## config.mk

```make
export PLATFORM = sky130hd
export DESIGN_NAME = power_up_reset_sequencer
export DESIGN_NICKNAME = d
export VERILOG_FILES = /design/src/include/pwr_seq_pkg.sv /design/src/rtl/lock_delay_timer.sv /design/src/rtl/power_up_reset_sequencer.sv
export SDC_FILE = /design/constraint.sdc
export NUM_CORES = 1
export LEC_CHECK = 0
export ABC_AREA = 1
export BUFFER_PORTS_ARGS = -buffer_cell sky130_fd_sc_hd__buf_2
export CAP_MARGIN = 5
export CELL_PAD_IN_SITES_DETAIL_PLACEMENT = 1
export CELL_PAD_IN_SITES_GLOBAL_PLACEMENT = 2
export CORE_MARGIN = 2
export CORE_UTILIZATION = 29
export DETAILED_ROUTE_END_ITERATION = 16
export GPL_TIMING_DRIVEN = 0
export PLACE_DENSITY_LB_ADDON = 0.25
export SYNTH_ARGS = -nofsm -noshare
export SYNTH_HDL_FRONTEND = slang
export SYNTH_SLANG_ARGS = --single-unit
export TNS_END_PERCENT = 10
```

## constraint.sdc

```tcl
create_clock -name clock -period 3.2 [get_ports clock]
set_input_delay 0.96 -clock clock [delete_from_list [all_inputs] [get_ports clock]]
set_output_delay 0.96 -clock clock [all_outputs]
set_load 0.02 [all_outputs]
```

## src/include/pwr_seq_pkg.sv

```systemverilog
// Shared constants and types for the power-up reset sequencer.
// Assumes a single 25 MHz system clock and a synchronous, active-low reset.
package pwr_seq_pkg;

	// System clock rate and the lock interval in milliseconds
	localparam longint unsigned CLOCK_HZ     = 64'h17D7840;
	localparam longint unsigned LOCK_WAIT_MS = 64'h3C;

	// Least wait rounds up to whole cycles
	localparam longint unsigned LOCK_WAIT_CYCLES =
		(LOCK_WAIT_MS * CLOCK_HZ + 64'h3E7) / 64'h3E8;

	// Counter width holds the full 60 ms count
	localparam int LOCK_CNT_W = 21;

	// Longest wait for the mirror array to report parked before forcing reset
	localparam int PARK_CNT_W = 9;
	localparam logic [PARK_CNT_W-1:0] PARK_TIMEOUT_CYCLES = 9'h100;

	// Number of non-processor clock domains that firmware releases
	localparam int OTHER_CLK_N = 4;
	localparam logic [OTHER_CLK_N-1:0] OTHER_CLK_RESET_VALUE = 4'h0;

	// Sequencer states
	typedef enum logic [2:0] {
		ST_OFF    = 3'b000,  // Power sense low, everything held
		ST_LOCK   = 3'b001,  // Primary PLL locking
		ST_RUN    = 3'b010,  // Normal power mode
		ST_PARK   = 3'b011,  // Parking mirrors before a supply drop
		ST_SYSRST = 3'b100   // System reset with power still applied
	} seq_state_type;

endpackage

```

## src/rtl/lock_delay_timer.sv

```systemverilog
// Lock-interval timer: counts while run is high, restarts when run drops.
// Assumes run is held high for the whole interval by the sequencer.
`timescale 1ns/1ps
`default_nettype none
module lock_delay_timer #(
	parameter int unsigned CYCLES = 32'h16E360
) (
	// Clock and reset
	input  wire logic                               clock,
	input  wire logic                               rst_n,
	// Control and status
	input  wire logic                               run,
	output logic                                    done
);
	import pwr_seq_pkg::*;

	localparam logic [pwr_seq_pkg::LOCK_CNT_W-1:0] LAST = LOCK_CNT_W'(CYCLES - 32'h1);

	logic [LOCK_CNT_W-1:0] count_r;
	logic [LOCK_CNT_W-1:0] count_nxt;

	// Done as a level so a late consumer cannot miss it
	assign done      = run && (count_r == LAST);
	assign count_nxt = (run && !done) ? count_r + LOCK_CNT_W'(1) : count_r;

	// Dropping run restarts the interval from zero
	always_ff @(posedge clock) begin
		if (!rst_n || !run) begin
			count_r <= '0;
		end else begin
			count_r <= count_nxt;
		end
	end

	property p_count_step;
		@(posedge clock) disable iff (!rst_n)
		(run && !done) |=> (!run || count_r == $past(count_r) + LOCK_CNT_W'(1));
	endproperty
	a_count_step: assert property (p_count_step)
		else $error("lock timer did not advance by one");

endmodule
`default_nettype wire

```

## src/rtl/power_up_reset_sequencer.sv

```systemverilog
// Power-up and system reset sequencer of the mirror-array controller.
// Assumes power_on_sense and supply_good_warning come from an external power
// monitor synchronous to clock, and that firmware drives the release inputs.
//
// Functional notes
// - While power-on sense is low, hold system reset and tristate all pins.
// - Release the primary PLL reset on power-on sense rising edge, never earlier.
// - Keep internal system reset for 60 ms after that edge for PLL lock.
// - At the end of the lock wait release internal resets; processor boots.
// - After power-up enter normal mode: processor clocks full rate, resets released.
// - Other clocks start disabled with resets asserted until processor releases them.
// - Apply the same clock and reset defaults on every system reset under power.
// - On supply-good warning, park the mirror array, then force system reset.
// - For revision B or later mirror arrays ignore the supply-good warning.
// - Primary PLL is reset only by power-up; other resets leave it running.
`timescale 1ns/1ps
`default_nettype none
module power_up_reset_sequencer #(
	parameter int unsigned LOCK_CYCLES = 32'(pwr_seq_pkg::LOCK_WAIT_CYCLES)
) (
	// Clock and reset
	input  wire logic                                  clock,
	input  wire logic                                  rst_n,
	// Power monitor
	input  wire logic                                  power_on_sense,
	input  wire logic                                  supply_good_warning,
	// Board strap: mirror array is revision B or later
	input  wire logic                                  mirrorRevB,
	// System reset sources while power stays applied (e.g. watchdog)
	input  wire logic                                  sysResetReq,
	// Mirror array park handshake
	output logic                                       parkRequest,
	input  wire logic                                  parkDone,
	// Firmware release of non-processor clock domains, one pulse per bit
	input  wire logic [pwr_seq_pkg::OTHER_CLK_N-1:0]   otherRelease,
	// Reset and clock controls
	output logic                                       primary_pll_reset,
	output logic                                       systemReset,
	output logic                                       ioDriveEnable,
	output logic                                       normalPowerMode,
	output logic                                       cpuClockEnable,
	output logic                                       cpuClockFullRate,
	output logic                                       cpuReset,
	output logic [pwr_seq_pkg::OTHER_CLK_N-1:0]        otherClockEnable,
	output logic [pwr_seq_pkg::OTHER_CLK_N-1:0]        otherReset,
	output logic                                       bootStart
);
	import pwr_seq_pkg::*;

	localparam int ParkBound = 260;

	seq_state_type             state_r;
	seq_state_type             state_nxt;
	logic                      senseLast_r;
	logic                      revB_r;
	logic                      lockDone;
	logic                      senseRise;
	logic                      warnActive;
	logic                      parkTimeout;
	logic [PARK_CNT_W-1:0]     parkCount_r;
	logic [OTHER_CLK_N-1:0]    otherEn_r;
	logic [OTHER_CLK_N-1:0]    otherEn_nxt;
	logic                      pllReset_r;
	logic                      pllReset_nxt;
	logic                      inRun;
	logic                      inRunNxt;
	logic                      bootStart_r;

	// Edge detect; the last-sense flop resets low so a sense already high at
	// reset release still counts as a rising edge rather than deadlocking
	assign senseRise   = power_on_sense && !senseLast_r;
	// Revision B arrays cannot trust the warning, so it is masked out
	assign warnActive  = supply_good_warning && !revB_r;
	assign parkTimeout = (parkCount_r == PARK_TIMEOUT_CYCLES);

	// Lock interval timer runs only in the lock state
	lock_delay_timer #(
		.CYCLES (LOCK_CYCLES)
	) u_lock_timer (
		.clock (clock),
		.rst_n (rst_n),
		.run   (state_r == ST_LOCK),
		.done  (lockDone)
	);

	// Next state; loss of power sense overrides everything
	always_comb begin
		state_nxt = state_r;
		case (state_r)
			ST_OFF: begin
				if (senseRise) begin
					state_nxt = ST_LOCK;
				end
			end
			ST_LOCK: begin
				if (lockDone) begin
					state_nxt = ST_RUN;
				end
			end
			ST_RUN: begin
				if (warnActive) begin
					state_nxt = ST_PARK;
				end else if (sysResetReq) begin
					state_nxt = ST_SYSRST;
				end
			end
			ST_PARK: begin
				if (parkDone || parkTimeout) begin
					state_nxt = ST_SYSRST;
				end
			end
			ST_SYSRST: begin
				// Leave only once every reset source has gone away
				if (!sysResetReq && !warnActive) begin
					state_nxt = ST_RUN;
				end
			end
			default: begin
				state_nxt = ST_OFF;
			end
		endcase
		if (!power_on_sense) begin
			state_nxt = ST_OFF;
		end
	end

	// Primary PLL stays in reset until the sense edge, then only power loss resets it
	assign pllReset_nxt = (state_nxt == ST_OFF);

	// Run decode drives normal mode and the processor release
	assign inRunNxt = (state_nxt == ST_RUN) || (state_nxt == ST_PARK);

	// Other clock domains: set by firmware in normal mode, cleared by any reset
	assign otherEn_nxt = inRunNxt ? (otherEn_r | otherRelease)
	                              : OTHER_CLK_RESET_VALUE;

	// State, edge and strap registers
	always_ff @(posedge clock) begin
		if (!rst_n) begin
			state_r     <= ST_OFF;
			senseLast_r <= 1'b0;
			revB_r      <= mirrorRevB;
		end else begin
			state_r     <= state_nxt;
			senseLast_r <= power_on_sense;
		end
	end

	// Park wait counter, bounded so a silent array cannot block the reset
	always_ff @(posedge clock) begin
		if (!rst_n || state_r != ST_PARK) begin
			parkCount_r <= '0;
		end else if (!parkTimeout) begin
			parkCount_r <= parkCount_r + PARK_CNT_W'(1);
		end
	end

	// Output flops, updated from the next state so they track state_r
	always_ff @(posedge clock) begin
		if (!rst_n) begin
			pllReset_r  <= 1'b1;
			inRun       <= 1'b0;
			otherEn_r   <= OTHER_CLK_RESET_VALUE;
			bootStart_r <= 1'b0;
		end else begin
			pllReset_r  <= pllReset_nxt;
			inRun       <= inRunNxt;
			otherEn_r   <= otherEn_nxt;
			bootStart_r <= (state_r == ST_LOCK) && (state_nxt == ST_RUN);
		end
	end

	// Reset and clock outputs
	assign primary_pll_reset = pllReset_r;
	assign systemReset       = !inRun;
	assign ioDriveEnable     = inRun;
	assign normalPowerMode   = inRun;
	assign cpuClockEnable    = inRun;
	assign cpuClockFullRate  = inRun;
	assign cpuReset          = !inRun;
	assign otherClockEnable  = otherEn_r;
	assign otherReset        = ~otherEn_r;
	assign parkRequest       = (state_r == ST_PARK);
	assign bootStart         = bootStart_r;

	// Low sense forces reset and tristate by the next edge
	property p_sense_low_holds;
		@(posedge clock) disable iff (!rst_n)
		!power_on_sense |=> (systemReset && !ioDriveEnable && primary_pll_reset);
	endproperty
	a_sense_low_holds: assert property (p_sense_low_holds)
		else $error("reset or tristate not held while sense low");

	// PLL leaves reset only right after a sense rising edge
	property p_pll_release_on_edge;
		@(posedge clock) disable iff (!rst_n)
		$fell(primary_pll_reset) |-> $past(senseRise);
	endproperty
	a_pll_release_on_edge: assert property (p_pll_release_on_edge)
		else $error("primary PLL released without a sense edge");

	// System reset held throughout the lock wait
	property p_lock_holds_reset;
		@(posedge clock) disable iff (!rst_n)
		(state_r == ST_LOCK) |-> (systemReset && cpuReset && !primary_pll_reset);
	endproperty
	a_lock_holds_reset: assert property (p_lock_holds_reset)
		else $error("reset dropped during lock wait");

	// Lock done releases resets one edge later with a boot pulse
	property p_release_after_lock;
		@(posedge clock) disable iff (!rst_n)
		(state_r == ST_LOCK && lockDone && power_on_sense)
			|=> (!systemReset && !cpuReset && bootStart) ##1 !bootStart;
	endproperty
	a_release_after_lock: assert property (p_release_after_lock)
		else $error("resets not released at end of lock wait");

	// Normal mode runs processor clocks at full rate
	property p_normal_mode;
		@(posedge clock) disable iff (!rst_n)
		(state_r == ST_RUN) |-> (normalPowerMode && cpuClockEnable && cpuClockFullRate);
	endproperty
	a_normal_mode: assert property (p_normal_mode)
		else $error("normal power mode not applied");

	// Other clocks turn on only from a firmware release in normal mode
	property p_other_needs_release;
		@(posedge clock) disable iff (!rst_n)
		((otherEn_r & ~$past(otherEn_r)) != '0) |->
			(($past(otherRelease) & otherEn_r & ~$past(otherEn_r)) != '0) && inRun;
	endproperty
	a_other_needs_release: assert property (p_other_needs_release)
		else $error("other clock enabled without release");

	// Every system reset restores the defaults
	property p_reset_defaults;
		@(posedge clock) disable iff (!rst_n)
		(state_r == ST_SYSRST) |-> (otherClockEnable == '0 && otherReset == '1 && cpuReset);
	endproperty
	a_reset_defaults: assert property (p_reset_defaults)
		else $error("defaults not applied in system reset");

	// Warning in normal mode parks, then reset follows within the timeout
	property p_warn_parks;
		@(posedge clock) disable iff (!rst_n)
		(state_r == ST_RUN && warnActive && power_on_sense) |=>
			parkRequest ##[1:ParkBound] systemReset;
	endproperty
	a_warn_parks: assert property (p_warn_parks)
		else $error("warning did not park and reset");

	// Revision B arrays never park on the warning
	property p_revb_ignores_warn;
		@(posedge clock) disable iff (!rst_n)
		(state_r == ST_RUN && revB_r) |=> !parkRequest;
	endproperty
	a_revb_ignores_warn: assert property (p_revb_ignores_warn)
		else $error("warning acted on with revision B array");

	// PLL keeps running through non-power resets
	property p_pll_keeps_running;
		@(posedge clock) disable iff (!rst_n)
		(!primary_pll_reset && power_on_sense) |=> !primary_pll_reset;
	endproperty
	a_pll_keeps_running: assert property (p_pll_keeps_running)
		else $error("primary PLL reset without power loss");

	// Losing sense returns to the off state at once
	property p_sense_loss_restarts;
		@(posedge clock) disable iff (!rst_n)
		(!power_on_sense && state_r != ST_OFF) |=> (state_r == ST_OFF);
	endproperty
	a_sense_loss_restarts: assert property (p_sense_loss_restarts)
		else $error("sense loss did not restart sequence");

endmodule
`default_nettype wire

```

==> flow_summary.rst, run 1 <==
.. list-table::
   :header-rows: 1

   * - Metric
     - Value
   * - Total number of clock tree sinks
     - between 40 and 50
   * - TritonCTS clock tree
     - yes
   * - Drt via density
     - 4.485
   * - Final total power
     - around 1000 uW
   * - Synthesized area
     - 2283 sq um
   * - Cell taking the most area after synthesis
     - sky130_fd_sc_hd__dfxtp_1
   * - Final max-slew violation count
     - 0
   * - Total via count in the routed design
     - between 2000 and 2500
   * - Number of max-cap violations
     - 0
   * - Number of enable-type register cells in the synthesized netlist
     - 1
   * - Startpoint type of the worst setup path
     - register
   * - Seq cells post-synth
     - between 40 and 50
   * - Die extent in y
     - just over 90 microns
   * - Final Critical Period
     - 2.149 ns
   * - Standard cell area after detailed placement
     - around 2500 sq um
   * - PwrDens
     - roughly 380 nW/um^2
   * - Category of cells accounting for the largest share of critical-path delay
     - flip-flops
   * - Data required time of the worst path
     - 2.24 ns
   * - Gate Count Post-Synth
     - 343
   * - Register area share after synthesis
     - a little under two fifths
   * - Core occupancy in the finished layout
     - approximately a third
   * - # diodes
     - 0
   * - Transition time at the pin with the least slew margin
     - 0.5531 ns
   * - Number of buffers on the longest clock path
     - 2
   * - Crit. End Element
     - output port
   * - Number of top-level pins
     - 28
   * - FFs w/ async S/R, synth
     - 0%
   * - Count of different cell masters after synthesis
     - 25
   * - Total area of multi-input combinational cells
     - between 1000 and 1500 sq um
   * - Routability congestion estimate from global placement
     - ~0.75
   * - Proportion of netlist area held by the largest area contributor
     - 35.95%
   * - Via count of the first global-routing pass
     - about 2200
   * - Synthesized Nets
     - 357
   * - Top post-synthesis cells by count
     - sky130_fd_sc_hd__nand2_1, sky130_fd_sc_hd__nor2_1, sky130_fd_sc_hd__dfxtp_1
   * - Signal arrival time at the worst endpoint
     - 1.19 ns
   * - Post-cts hold buffer count
     - 0
   * - Setup TNS after final layout
     - 0 ns
   * - Post-CTS setup buffer count
     - 0
   * - Cell with the most instances after synthesis
     - sky130_fd_sc_hd__nand2_1
   * - Area used by sequential logic in the layout
     - ~850 sq um
   * - Hold Slack
     - between 0.4 and 0.5 ns
   * - Leak pwr
     - about 0.0010 uW
   * - Global-route wire length before repair
     - 10360 microns
   * - Post-route cell area
     - 2656 sq um
   * - Total of warnings raised by yosys
     - 0
   * - Max Fclk
     - approximately 470 MHz
   * - # nets final
     - between 300 and 400
   * - Placeable core region
     - between 7000 and 8000 sq um
   * - # setup viols final
     - 0
   * - Initial antenna violation count
     - 0
   * - Port Buf Inserts
     - 27
   * - Row count
     - 32
   * - Total GRT Usage
     - between 10% and 20%
   * - Cell-by-cell trace of the critical path
     - nand2_1 -> nor2_1 -> buf_2
   * - Clock-pin slew on the worst setup and hold paths
     - approximately 0.080 ns
   * - RSZ-0062 raised after global routing
     - no
   * - Per-instance average area after synthesis
     - around 6.7 sq um
   * - Synthesis-to-layout area growth
     - 16.33%
   * - Starting Density
     - between 20 and 30%
   * - Filler instances
     - around 1000
   * - Total gr overflow
     - 0
   * - H-tree levels
     - 2
   * - Area contributors post-synth
     - sky130_fd_sc_hd__dfxtp_1, sky130_fd_sc_hd__nand2_1, sky130_fd_sc_hd__nor2_1, sky130_fd_sc_hd__inv_1, sky130_fd_sc_hd__a21oi_1
   * - Maximum fanout encountered on the critical timing path
     - 4
   * - Initial drt markers
     - 44
   * - Final clock period utilization by the worst path
     - 67.17%
   * - Worst clock skew
     - ~0.003 ns
   * - Final count of hold timing violations
     - 0
   * - Clock latency on the worst-skew pair
     - about 0.30 ns
   * - Quantity of gates resized following cts
     - 0
   * - Maximum number of pins on one net before global-route repair
     - 14
   * - Outcome
     - completed
   * - # DRC
     - 0
   * - Fraction of final layout cells with drive strength greater than 1
     - between 15 and 20%
   * - Average routed wire per standard cell
     - 12.59 microns
   * - Max stage delay cell, worst path
     - sky130_fd_sc_hd__dfxtp_1
   * - Worst-case headroom to the max-slew limit
     - 62.99%
   * - Floorplan die area
     - between 8000 and 9000 sq um
   * - Classification of the worst-slack hold path
     - reg -> reg
   * - Maximum VDD drop
     - around 0.16 mV
   * - First-pass detailed-route iteration total
     - 4
   * - Prevailing post-synth register cell
     - sky130_fd_sc_hd__dfxtp_1
   * - Routed Antenna Nets
     - 0
   * - Post-DP HPWL
     - approximately 4700 microns
   * - Register-to-register path setup slack
     - approximately 1.3 ns
   * - DRT Wirelength
     - roughly 6000 microns
   * - Buffers and inverters on the worst path
     - 1
   * - Chip Width
     - about 93 microns
   * - CTS Root Cell
     - sky130_fd_sc_hd__clkbuf_8
   * - Delay contributed by the slowest stage of the critical path
     - about 0.39 ns
   * - Clock buffer count from CTS
     - 5
   * - Critical path type
     - reg -> out
flip-flops by register name, summed over array words and instances, names as in the netlist, 3 cells and up:
signal / count
u_lock_timer.count_r: 21
otherClockEnable: 4
state_r: 3
parkCount_r: 9
cell type report:
type                    instances  area share, %
plain buffers                   8          2.873
clock buffers                   6          2.732
clock inverters                 2          1.413
inverters                      41          5.794
multi-input cells             252          45.27
flip-flops and latches         42          32.03
well taps                     102          4.805
repair buffers                 27          5.087
power by group:
| group | total [uW] | internal (uW) | switching, uW |
|---|---|---|---|
| registers | 530 | 528 | 1.91 |
| logic | 40.9 | 14.8 | 26.0 |
| clock network | 428 | 233 | 195 |
| total | 998 | 776 | 223 |
path summary, 6_finish.rpt:
path | startpoint | to | cells past startpoint
worst max register to register | u_lock_timer.count_r[0] | u_lock_timer.count_r[11] | 11
worst min register to register | otherClockEnable[3] | otherClockEnable[3] | 2
worst max-delay path | state_r[1] | parkRequest | 3
worst min-delay path | otherClockEnable[3] | otherClockEnable[3] | 2
layer usage:
metal	vias to the layer above	global-route usage [%]	part of all wire, %
li1	1137	-	-
met1	987	19.63	50
met2	24	25.67	46
met3	5	3.011	2.4
met4	0	4.779	1.4
met5	-	0	0
cell usage in the layout (no fill, tap or decap), drive strengths merged:
| cell type | n |
|---|---|
| nor3 | 6 |
| buf | 35 |
| bufinv | 1 |
| clkinvlp | 1 |
| edfxtp | 1 |
| xor2 | 7 |
| nor2 | 53 |
| o21ai | 11 |
| ha | 3 |
| inv | 41 |
| nand2 | 114 |
| a21oi | 25 |
| dfxtp | 41 |
| o21a | 1 |
| nand3b | 3 |
| nand4 | 6 |
| clkbuf | 6 |
| nand3 | 18 |
| xnor2 | 5 |
worst reg2reg max path: cells and delay by family (launching register included):
family	cells	cell delay, ns
fa+ha+maj	1	0.28
flops	1	0.44
compound gates	1	0.05
simple gates	6	0.71
buf+inv	3	0.33
cell families after synthesis:
group	Yosys count	synth area share (%)
and+or+nand+nor	200	36.88
DFF	42	37.26
buffers and inverters	49	10.08
AOI/OAI and AO/OA	37	9.534
adders and majority gates	3	1.644
xor gates and xnor gates	12	4.603
metrics by stage:
stage,worst slack [ns],cells
2_1_floorplan,1.399,343
3_3_place_gp,1.152,472
3_5_place_dp,1.150,472
4_1_cts,1.014,480
5_1_grt,0.9596,480
6_report,1.051,480
Power figures use the tool's default switching activity.
==> run 2, diff against run 1 <==
--- a/config.mk
+++ b/config.mk
@@ -11,7 +11,7 @@
 export CELL_PAD_IN_SITES_DETAIL_PLACEMENT = 1
 export CELL_PAD_IN_SITES_GLOBAL_PLACEMENT = 2
 export CORE_MARGIN = 2
-export CORE_UTILIZATION = 29
+export CORE_UTILIZATION = 28
 export DETAILED_ROUTE_END_ITERATION = 16
 export GPL_TIMING_DRIVEN = 0
 export PLACE_DENSITY_LB_ADDON = 0.25
==> constraint.sdc (replaced) <==
create_clock -name clock -period 1.95 [get_ports clock]
set_input_delay 0.585 -clock clock [delete_from_list [all_inputs] [get_ports clock]]
set_output_delay 0.585 -clock clock [all_outputs]
set_load 0.02 [all_outputs]
==> flow_summary.rst, run 2 (synthesis results as in run 1) <==
.. list-table::
   :header-rows: 1

   * - Metric
     - Value
   * - Via count of the first global-routing pass
     - 2233 (+3.1%)
   * - Synthesis-to-layout area growth
     - 16.33% (unchanged)
   * - Placeable core region
     - 7807 sq um (+1.6%)
   * - Data required time of the worst path
     - 1.36 ns (-0.88 ns)
   * - Critical path type
     - reg -> out
   * - Switching power of the nets
     - 347.1 uW (+56%)
   * - Clock-pin slew on the worst setup and hold paths
     - 0.08 ns (about the same)
   * - # diodes
     - 0 (unchanged)
   * - Port Buf Inserts
     - 27 (unchanged)
   * - Seq pwr share
     - 58.4% (+5.3 points)
   * - Startpoint type of the worst setup path
     - register
   * - Total via count in the routed design
     - 2140 (-0.60%)
   * - Outcome
     - completed
   * - Max FFs per register
     - 21 (unchanged)
   * - # DRC
     - 0 (unchanged)
   * - Total gr overflow
     - 0 (unchanged)
   * - Setup WS pre-CTS
     - -0.005550 ns (-1.156 ns)
   * - Internal power consumption
     - 1139 uW (+47%)
   * - Total number of clock tree sinks
     - 42 (unchanged)
   * - Average routed wire per standard cell
     - 12.56 microns (-0.24%)
   * - Final WS setup
     - 0.2168 ns (-0.8339 ns)
   * - Final max-slew violation count
     - 0 (unchanged)
   * - First-pass detailed-route iteration total
     - 4 (unchanged)
   * - Share of power burned in combinational logic
     - 4.6% (+0.5 points)
   * - Delay contributed by the slowest stage of the critical path
     - 0.38 ns (about the same)
   * - Maximum VDD drop
     - 0.2670 mV (+66%)
   * - Leak pwr
     - 0.001004 uW (-0.33%)
   * - Number of buffers on the longest clock path
     - 2 (unchanged)
   * - Routability congestion estimate from global placement
     - 0.7715 (+2.3%)
   * - Classification of the worst-slack hold path
     - in -> reg
   * - Row count
     - 32 (unchanged)
   * - # nets final
     - 392 (+0.26%)
   * - Maximum fanout encountered on the critical timing path
     - 4 (unchanged)
   * - Initial antenna violation count
     - 0 (unchanged)
   * - TritonCTS clock tree
     - yes
   * - Post-placement cell count
     - 472 (unchanged)
   * - Die extent in y
     - 94.31 microns (+1.7%)
   * - Total area of multi-input combinational cells
     - 1217 sq um (+1.2%)
   * - Clock latency on the worst-skew pair
     - 0.29 ns (about the same)
   * - Worst clock skew
     - 0.007210 ns (+0.004198 ns)
   * - Routed Antenna Nets
     - 0 (unchanged)
   * - Clock Power Share
     - 36.9% (-6.0 points)
   * - Commonest cells after routing, fill and taps aside
     - sky130_fd_sc_hd__nand2_1, sky130_fd_sc_hd__nor2_1, sky130_fd_sc_hd__inv_1, sky130_fd_sc_hd__dfxtp_1, sky130_fd_sc_hd__buf_2
   * - PwrDens
     - 559.6 nW/um^2 (+49%)
   * - Floorplan die area
     - 8893 sq um (+3.4%)
   * - Final clock period utilization by the worst path
     - just under 90%
   * - Final count of hold timing violations
     - 0 (unchanged)
   * - Max stage delay cell, worst path
     - sky130_fd_sc_hd__dfxtp_1
   * - Final Critical Period
     - between 1.5 and 2 ns
   * - Post-DP HPWL
     - 4747 microns (+2.1%)
   * - Maximum number of pins on one net before global-route repair
     - 14 (unchanged)
   * - Layout Cells excl Fill
     - 481 (+0.21%)
   * - CTS Root Cell
     - sky130_fd_sc_hd__clkbuf_8
   * - Number of top-level pins
     - 28 (unchanged)
   * - Drt via density
     - 4.449 (-0.81%)
   * - Transition time at the pin with the least slew margin
     - 0.5124 ns (-0.04069 ns)
   * - Worst-case headroom to the max-slew limit
     - 65.71% (+2.7 points)
   * - Filler instances
     - 1036 (+2.1%)
   * - # setup viols final
     - 0 (unchanged)
   * - RSZ-0062 raised after global routing
     - no
   * - Signal arrival time at the worst endpoint
     - 1.15 ns (-0.04 ns)
   * - Global-route wire length before repair
     - 10710 microns (+3.4%)
   * - Number of max-cap violations
     - 0 (unchanged)
   * - Max Fclk
     - 577.0 MHz
   * - Clock buffer count from CTS
     - 5 (unchanged)
   * - Initial drt markers
     - 55 (+25%)
   * - Register containing the most flip-flops in the final layout
     - u_lock_timer.count_r
   * - Most common cell after layout, fill and taps aside
     - sky130_fd_sc_hd__nand2_1
   * - Final total power
     - 1486 uW (+49%)
   * - Starting Density
     - 29.25% (-0.46 points)
   * - H-tree levels
     - 2 (unchanged)
   * - Fraction of final layout cells with drive strength greater than 1
     - 17.41% (+1.3 points)
   * - Area used by sequential logic in the layout
     - 855.8 sq um (+0.59%)
   * - Switching power share of the total
     - 23.35% (+1.0 points)
   * - DRT Wirelength
     - 6039 microns (about the same)
   * - Total GRT Usage
     - 15.18% (-0.062 points)
   * - Crit. End Element
     - output port
   * - Cell-by-cell trace of the critical path
     - nand2_1 -> nor2_1 -> buf_2
   * - Chip Width
     - 94.31 microns (+1.7%)
## run 2: final timing paths
kind	from	endpoint	slack (ns)	depth (start not counted)
worst max-delay path	state_r[1]	parkRequest	0.22	3
worst min-delay path	mirrorRevB	revB_r	0.47	1
worst max register to register	u_lock_timer.count_r[0]	u_lock_timer.count_r[6]	0.22	11
worst min register to register	u_lock_timer.count_r[0]	u_lock_timer.count_r[0]	0.49	1
## run 2: routing by layer
metal  track usage, %  share of wire [%]
met1            19.89                 49
met2            25.71                 48
met3            3.130                2.2
met4            3.382               0.73
met5                0                  0
## run 2: what timing repair did
action | CTS | global route
pin swaps | 0 | 1
resized for setup | 1 | 5
endpoints found under the setup margin | 9 | 28
setup buffers | 0 | 1
hold buffers | 0 | 0
## run 2: metrics by stage
step                setup TNS [ns]  hold WS (ns)  utilization, %  area (sq um)
finish                           0        0.4689           34.02          2656
global route                     0        0.4479           34.02          2656
CTS                              0        0.4565           33.70          2631
detailed placement       -0.005753        0.4740           32.61          2546
global placement                 0        0.4602           32.61          2546
floorplan                        0        0.4473               -          2283
## run 2: power groups by stage
stage	logic, uW	clock network [uW]	registers (uW)
2_1_floorplan	39.8	0	890
3_3_place_gp	68.0	0	889
3_5_place_dp	68.7	0	889
4_1_cts	69.1	586	869
5_1_grt	78.7	626	870
6_report	68.5	549	869
## run 2: area by class of cell
type                       instances  area share (%)
clock inverter                     2          0.3768
buffer                             8           2.873
inverter                          41           5.794
timing repair buffer              28           5.370
sequential                        42           32.22
clock buffer                       6           2.732
tap                              102           4.805
multi-input combinational        252           45.83
## run 2: worst max-delay path: cells and delay by family, from the launching register on
kind,cells,cell delay [ns]
buffers and inverters,1,0.21
and+or+nand+nor,2,0.26
DFF,1,0.38
==> run 3, diff against run 2 <==
--- a/config.mk
+++ b/config.mk
@@ -14,7 +14,7 @@
 export CORE_UTILIZATION = 28
 export DETAILED_ROUTE_END_ITERATION = 16
 export GPL_TIMING_DRIVEN = 0
-export PLACE_DENSITY_LB_ADDON = 0.25
+export PLACE_DENSITY_LB_ADDON = 0.1
 export SYNTH_ARGS = -nofsm -noshare
 export SYNTH_HDL_FRONTEND = slang
 export SYNTH_SLANG_ARGS = --single-unit
==> flow_summary.rst, run 3 (synthesis results as in run 1) <==
.. list-table::
   :header-rows: 1

   * - Metric
     - Value
   * - Final max-slew violation count
     - 0 (unchanged)
   * - Fraction of final layout cells with drive strength greater than 1
     - 17.72% (+0.31 points)
   * - Final count of hold timing violations
     - 0 (unchanged)
   * - Clock-pin slew on the worst setup and hold paths
     - 0.08 ns (about the same)
   * - Number of buffers on the longest clock path
     - 2 (unchanged)
   * - Max FFs per register
     - 21 (unchanged)
   * - Seq pwr share
     - 53.3% (-5.1 points)
   * - First-pass detailed-route iteration total
     - 4 (unchanged)
   * - Global-route wire length before repair
     - 10300 microns (-3.8%)
   * - Internal power consumption
     - 1273 uW (+12%)
   * - Total gr overflow
     - 0 (unchanged)
   * - Leak pwr
     - 0.001005 uW (+0.14%)
   * - TritonCTS clock tree
     - yes
   * - Critical path type
     - reg -> reg
   * - Number of max-cap violations
     - 0 (unchanged)
   * - Chip Width
     - 94.31 microns (unchanged)
   * - Maximum VDD drop
     - 0.2407 mV (-9.9%)
   * - Data required time of the worst path
     - 2.11 ns (+0.75 ns)
   * - CTS Root Cell
     - sky130_fd_sc_hd__clkbuf_8
   * - Worst clock skew
     - 0.01396 ns (+0.006746 ns)
   * - Maximum number of pins on one net before global-route repair
     - 14 (unchanged)
   * - Most common cell after layout, fill and taps aside
     - sky130_fd_sc_hd__nand2_1
   * - Max stage delay cell, worst path
     - sky130_fd_sc_hd__dfxtp_2
   * - Post-CTS setup buffer count
     - 0 (unchanged)
   * - Worst Hold Path Cells
     - 1 (unchanged)
   * - Transition time at the pin with the least slew margin
     - 0.5134 ns (+0.0009337 ns)
   * - Clock latency on the worst-skew pair
     - 0.30 ns (about the same)
   * - Setup WS pre-CTS
     - 0.02047 ns (+0.02602 ns)
   * - Filler instances
     - 1025 (-1.1%)
   * - Switching power of the nets
     - 357.7 uW (+3.1%)
   * - # nets final
     - 391 (-0.26%)
   * - Routed Antenna Nets
     - 0 (unchanged)
   * - # setup viols final
     - 0 (unchanged)
   * - Buffers and inverters on the worst path
     - 3 (+2)
   * - Clock buffer count from CTS
     - 5 (unchanged)
   * - Final Critical Period
     - 1.807 ns (+0.07426 ns)
   * - Average routed wire per standard cell
     - 12.46 microns (-0.74%)
   * - Share of power burned in combinational logic
     - 4.1% (-0.5 points)
   * - # DRC
     - 0 (unchanged)
   * - Startpoint type of the worst setup path
     - register
   * - Maximum fanout encountered on the critical timing path
     - 10 (+6)
   * - Clock Power Share
     - 42.6% (+5.7 points)
   * - Levels on crit path
     - 11 (+8)
   * - RSZ-0062 raised after global routing
     - yes
   * - Final clock period utilization by the worst path
     - 92.69% (+3.8 points)
   * - Initial drt markers
     - 33 (-40%)
   * - Cell depth of the worst flop-to-flop path
     - 11 (unchanged)
   * - PwrDens
     - 610.0 nW/um^2 (+9.0%)
   * - Number of top-level pins
     - 28 (unchanged)
   * - Routability congestion estimate from global placement
     - 0.7646 (-0.89%)
   * - Delay contributed by the slowest stage of the critical path
     - 0.40 ns (+0.02 ns)
   * - Worst-case headroom to the max-slew limit
     - 65.65% (about the same)
   * - Total via count in the routed design
     - 2147 (+0.33%)
   * - Die extent in y
     - 94.31 microns (unchanged)
   * - Synthesis-to-layout area growth
     - 17.10%
   * - Register containing the most flip-flops in the final layout
     - u_lock_timer.count_r
   * - Setup TNS after final layout
     - 0 ns (unchanged)
   * - Register-to-register path setup slack
     - 0.14 ns (-0.07 ns)
   * - Post-DP HPWL
     - 4723 microns (-0.50%)
   * - H-tree levels
     - 2 (unchanged)
   * - Post-cts hold buffer count
     - 0 (unchanged)
   * - Floorplan die area
     - 8893 sq um (unchanged)
   * - Commonest cells after routing, fill and taps aside
     - sky130_fd_sc_hd__nand2_1, sky130_fd_sc_hd__nor2_1, sky130_fd_sc_hd__inv_1, sky130_fd_sc_hd__dfxtp_1, sky130_fd_sc_hd__buf_2
   * - Total number of clock tree sinks
     - 42 (unchanged)
   * - Category of cells accounting for the largest share of critical-path delay
     - simple AND/OR/NAND/NOR gates
   * - Cell-by-cell trace of the critical path
     - ha_2 -> nand2_2 -> inv_2 -> nand2_1 -> nor2_2 -> nand3_2 -> nand2_4 -> inv_2 -> buf_6 -> nand2_1 -> a21oi_1
   * - DRT Wirelength
     - 5982 microns (-0.94%)
   * - # diodes
     - 0 (unchanged)
   * - Starting Density
     - 29.25% (unchanged)
   * - Via count of the first global-routing pass
     - 2170 (-2.8%)
   * - Placeable core region
     - 7807 sq um (unchanged)
   * - Classification of the worst-slack hold path
     - in -> reg
   * - Outcome
     - completed
   * - Signal arrival time at the worst endpoint
     - 1.97 ns (+0.82 ns)
   * - Port Buf Inserts
     - 27 (unchanged)
   * - Final WS setup
     - 0.1425 ns (-0.07426 ns)
   * - Total GRT Usage
     - 14.72% (-0.46 points)
   * - Crit. End Element
     - register
   * - Row count
     - 32 (unchanged)
   * - Initial antenna violation count
     - 0 (unchanged)
   * - Drt via density
     - 4.473 (+0.54%)
   * - Switching power share of the total
     - 21.93% (-1.4 points)
   * - Max Fclk
     - 553.3 MHz (-4.1%)
[run 3: power groups by stage]
| stage | registers (uW) | clock network [uW] | logic, uW |
|---|---|---|---|
| after global routing | 871 | 774 | 76.7 |
| after CTS | 870 | 738 | 68.7 |
| after floorplan | 890 | 0 | 39.8 |
| after global placement | 890 | 0 | 68.0 |
| final | 870 | 695 | 66.7 |
| after detailed placement | 890 | 0 | 68.7 |
[run 3: final cells by class]
class	instances	area (sq um)	area share [%]
plain buffers	8	76.32	2.854
clock buffers	6	72.57	2.714
flip-flops and latches	42	853.3	31.91
repair buffers	27	135.1	5.054
inverters	41	153.9	5.756
clock inverters	2	37.54	1.404
well taps	102	127.6	4.773
multi-input cells	252	1217	45.53
[run 3: worst reg2reg max path: stages (launching register included)]
cell and delay (ns):
sky130_fd_sc_hd__dfxtp_2 0.40, sky130_fd_sc_hd__ha_2 0.25, sky130_fd_sc_hd__nand2_2 0.08, sky130_fd_sc_hd__inv_2 0.06
sky130_fd_sc_hd__nand2_1 0.08, sky130_fd_sc_hd__nor2_2 0.13, sky130_fd_sc_hd__nand3_2 0.16, sky130_fd_sc_hd__nand2_4 0.15
sky130_fd_sc_hd__inv_2 0.09, sky130_fd_sc_hd__buf_6 0.16, sky130_fd_sc_hd__nand2_1 0.06, sky130_fd_sc_hd__a21oi_1 0.06
[run 3: routing by layer]
| metal | global-route usage (%) | vias up | part of all wire [%] |
|---|---|---|---|
| li1 | - | 1134 | - |
| met1 | 18.28 | 988 | 48 |
| met2 | 26.37 | 21 | 49 |
| met5 | 0 | - | 0 |
| met4 | 3.261 | 0 | 0.79 |
| met3 | 2.729 | 4 | 2.4 |
[run 3: timing repair]
action,in CTS,in global routing
gates resized for setup,2,4
setup endpoints to repair,11,14
cloned,0,0
pin swaps,0,0
[run 3: through the flow]
| step | instance area [sq um] | util [%] | power (uW) | hold slack, ns | cells |
|---|---|---|---|---|---|
| after floorplan | 2283 | - | 929.8 | 0.4473 | 343 |
| after global placement | 2546 | 32.61 | 957.7 | 0.4619 | 472 |
| after detailed placement | 2546 | 32.61 | 958.5 | 0.4755 | 472 |
| after CTS | 2660 | 34.07 | 1677 | 0.4666 | 480 |
| after global routing | 2674 | 34.25 | 1722 | 0.4618 | 480 |
| final | 2674 | 34.25 | 1631 | 0.4735 | 480 |
[run 3: final timing paths]
kind                           start                 endpoint
min                       mirrorRevB                   revB_r
max reg2reg  u_lock_timer.count_r[0]  u_lock_timer.count_r[6]
min reg2reg      otherClockEnable[3]      otherClockEnable[3]
max          u_lock_timer.count_r[0]  u_lock_timer.count_r[6]
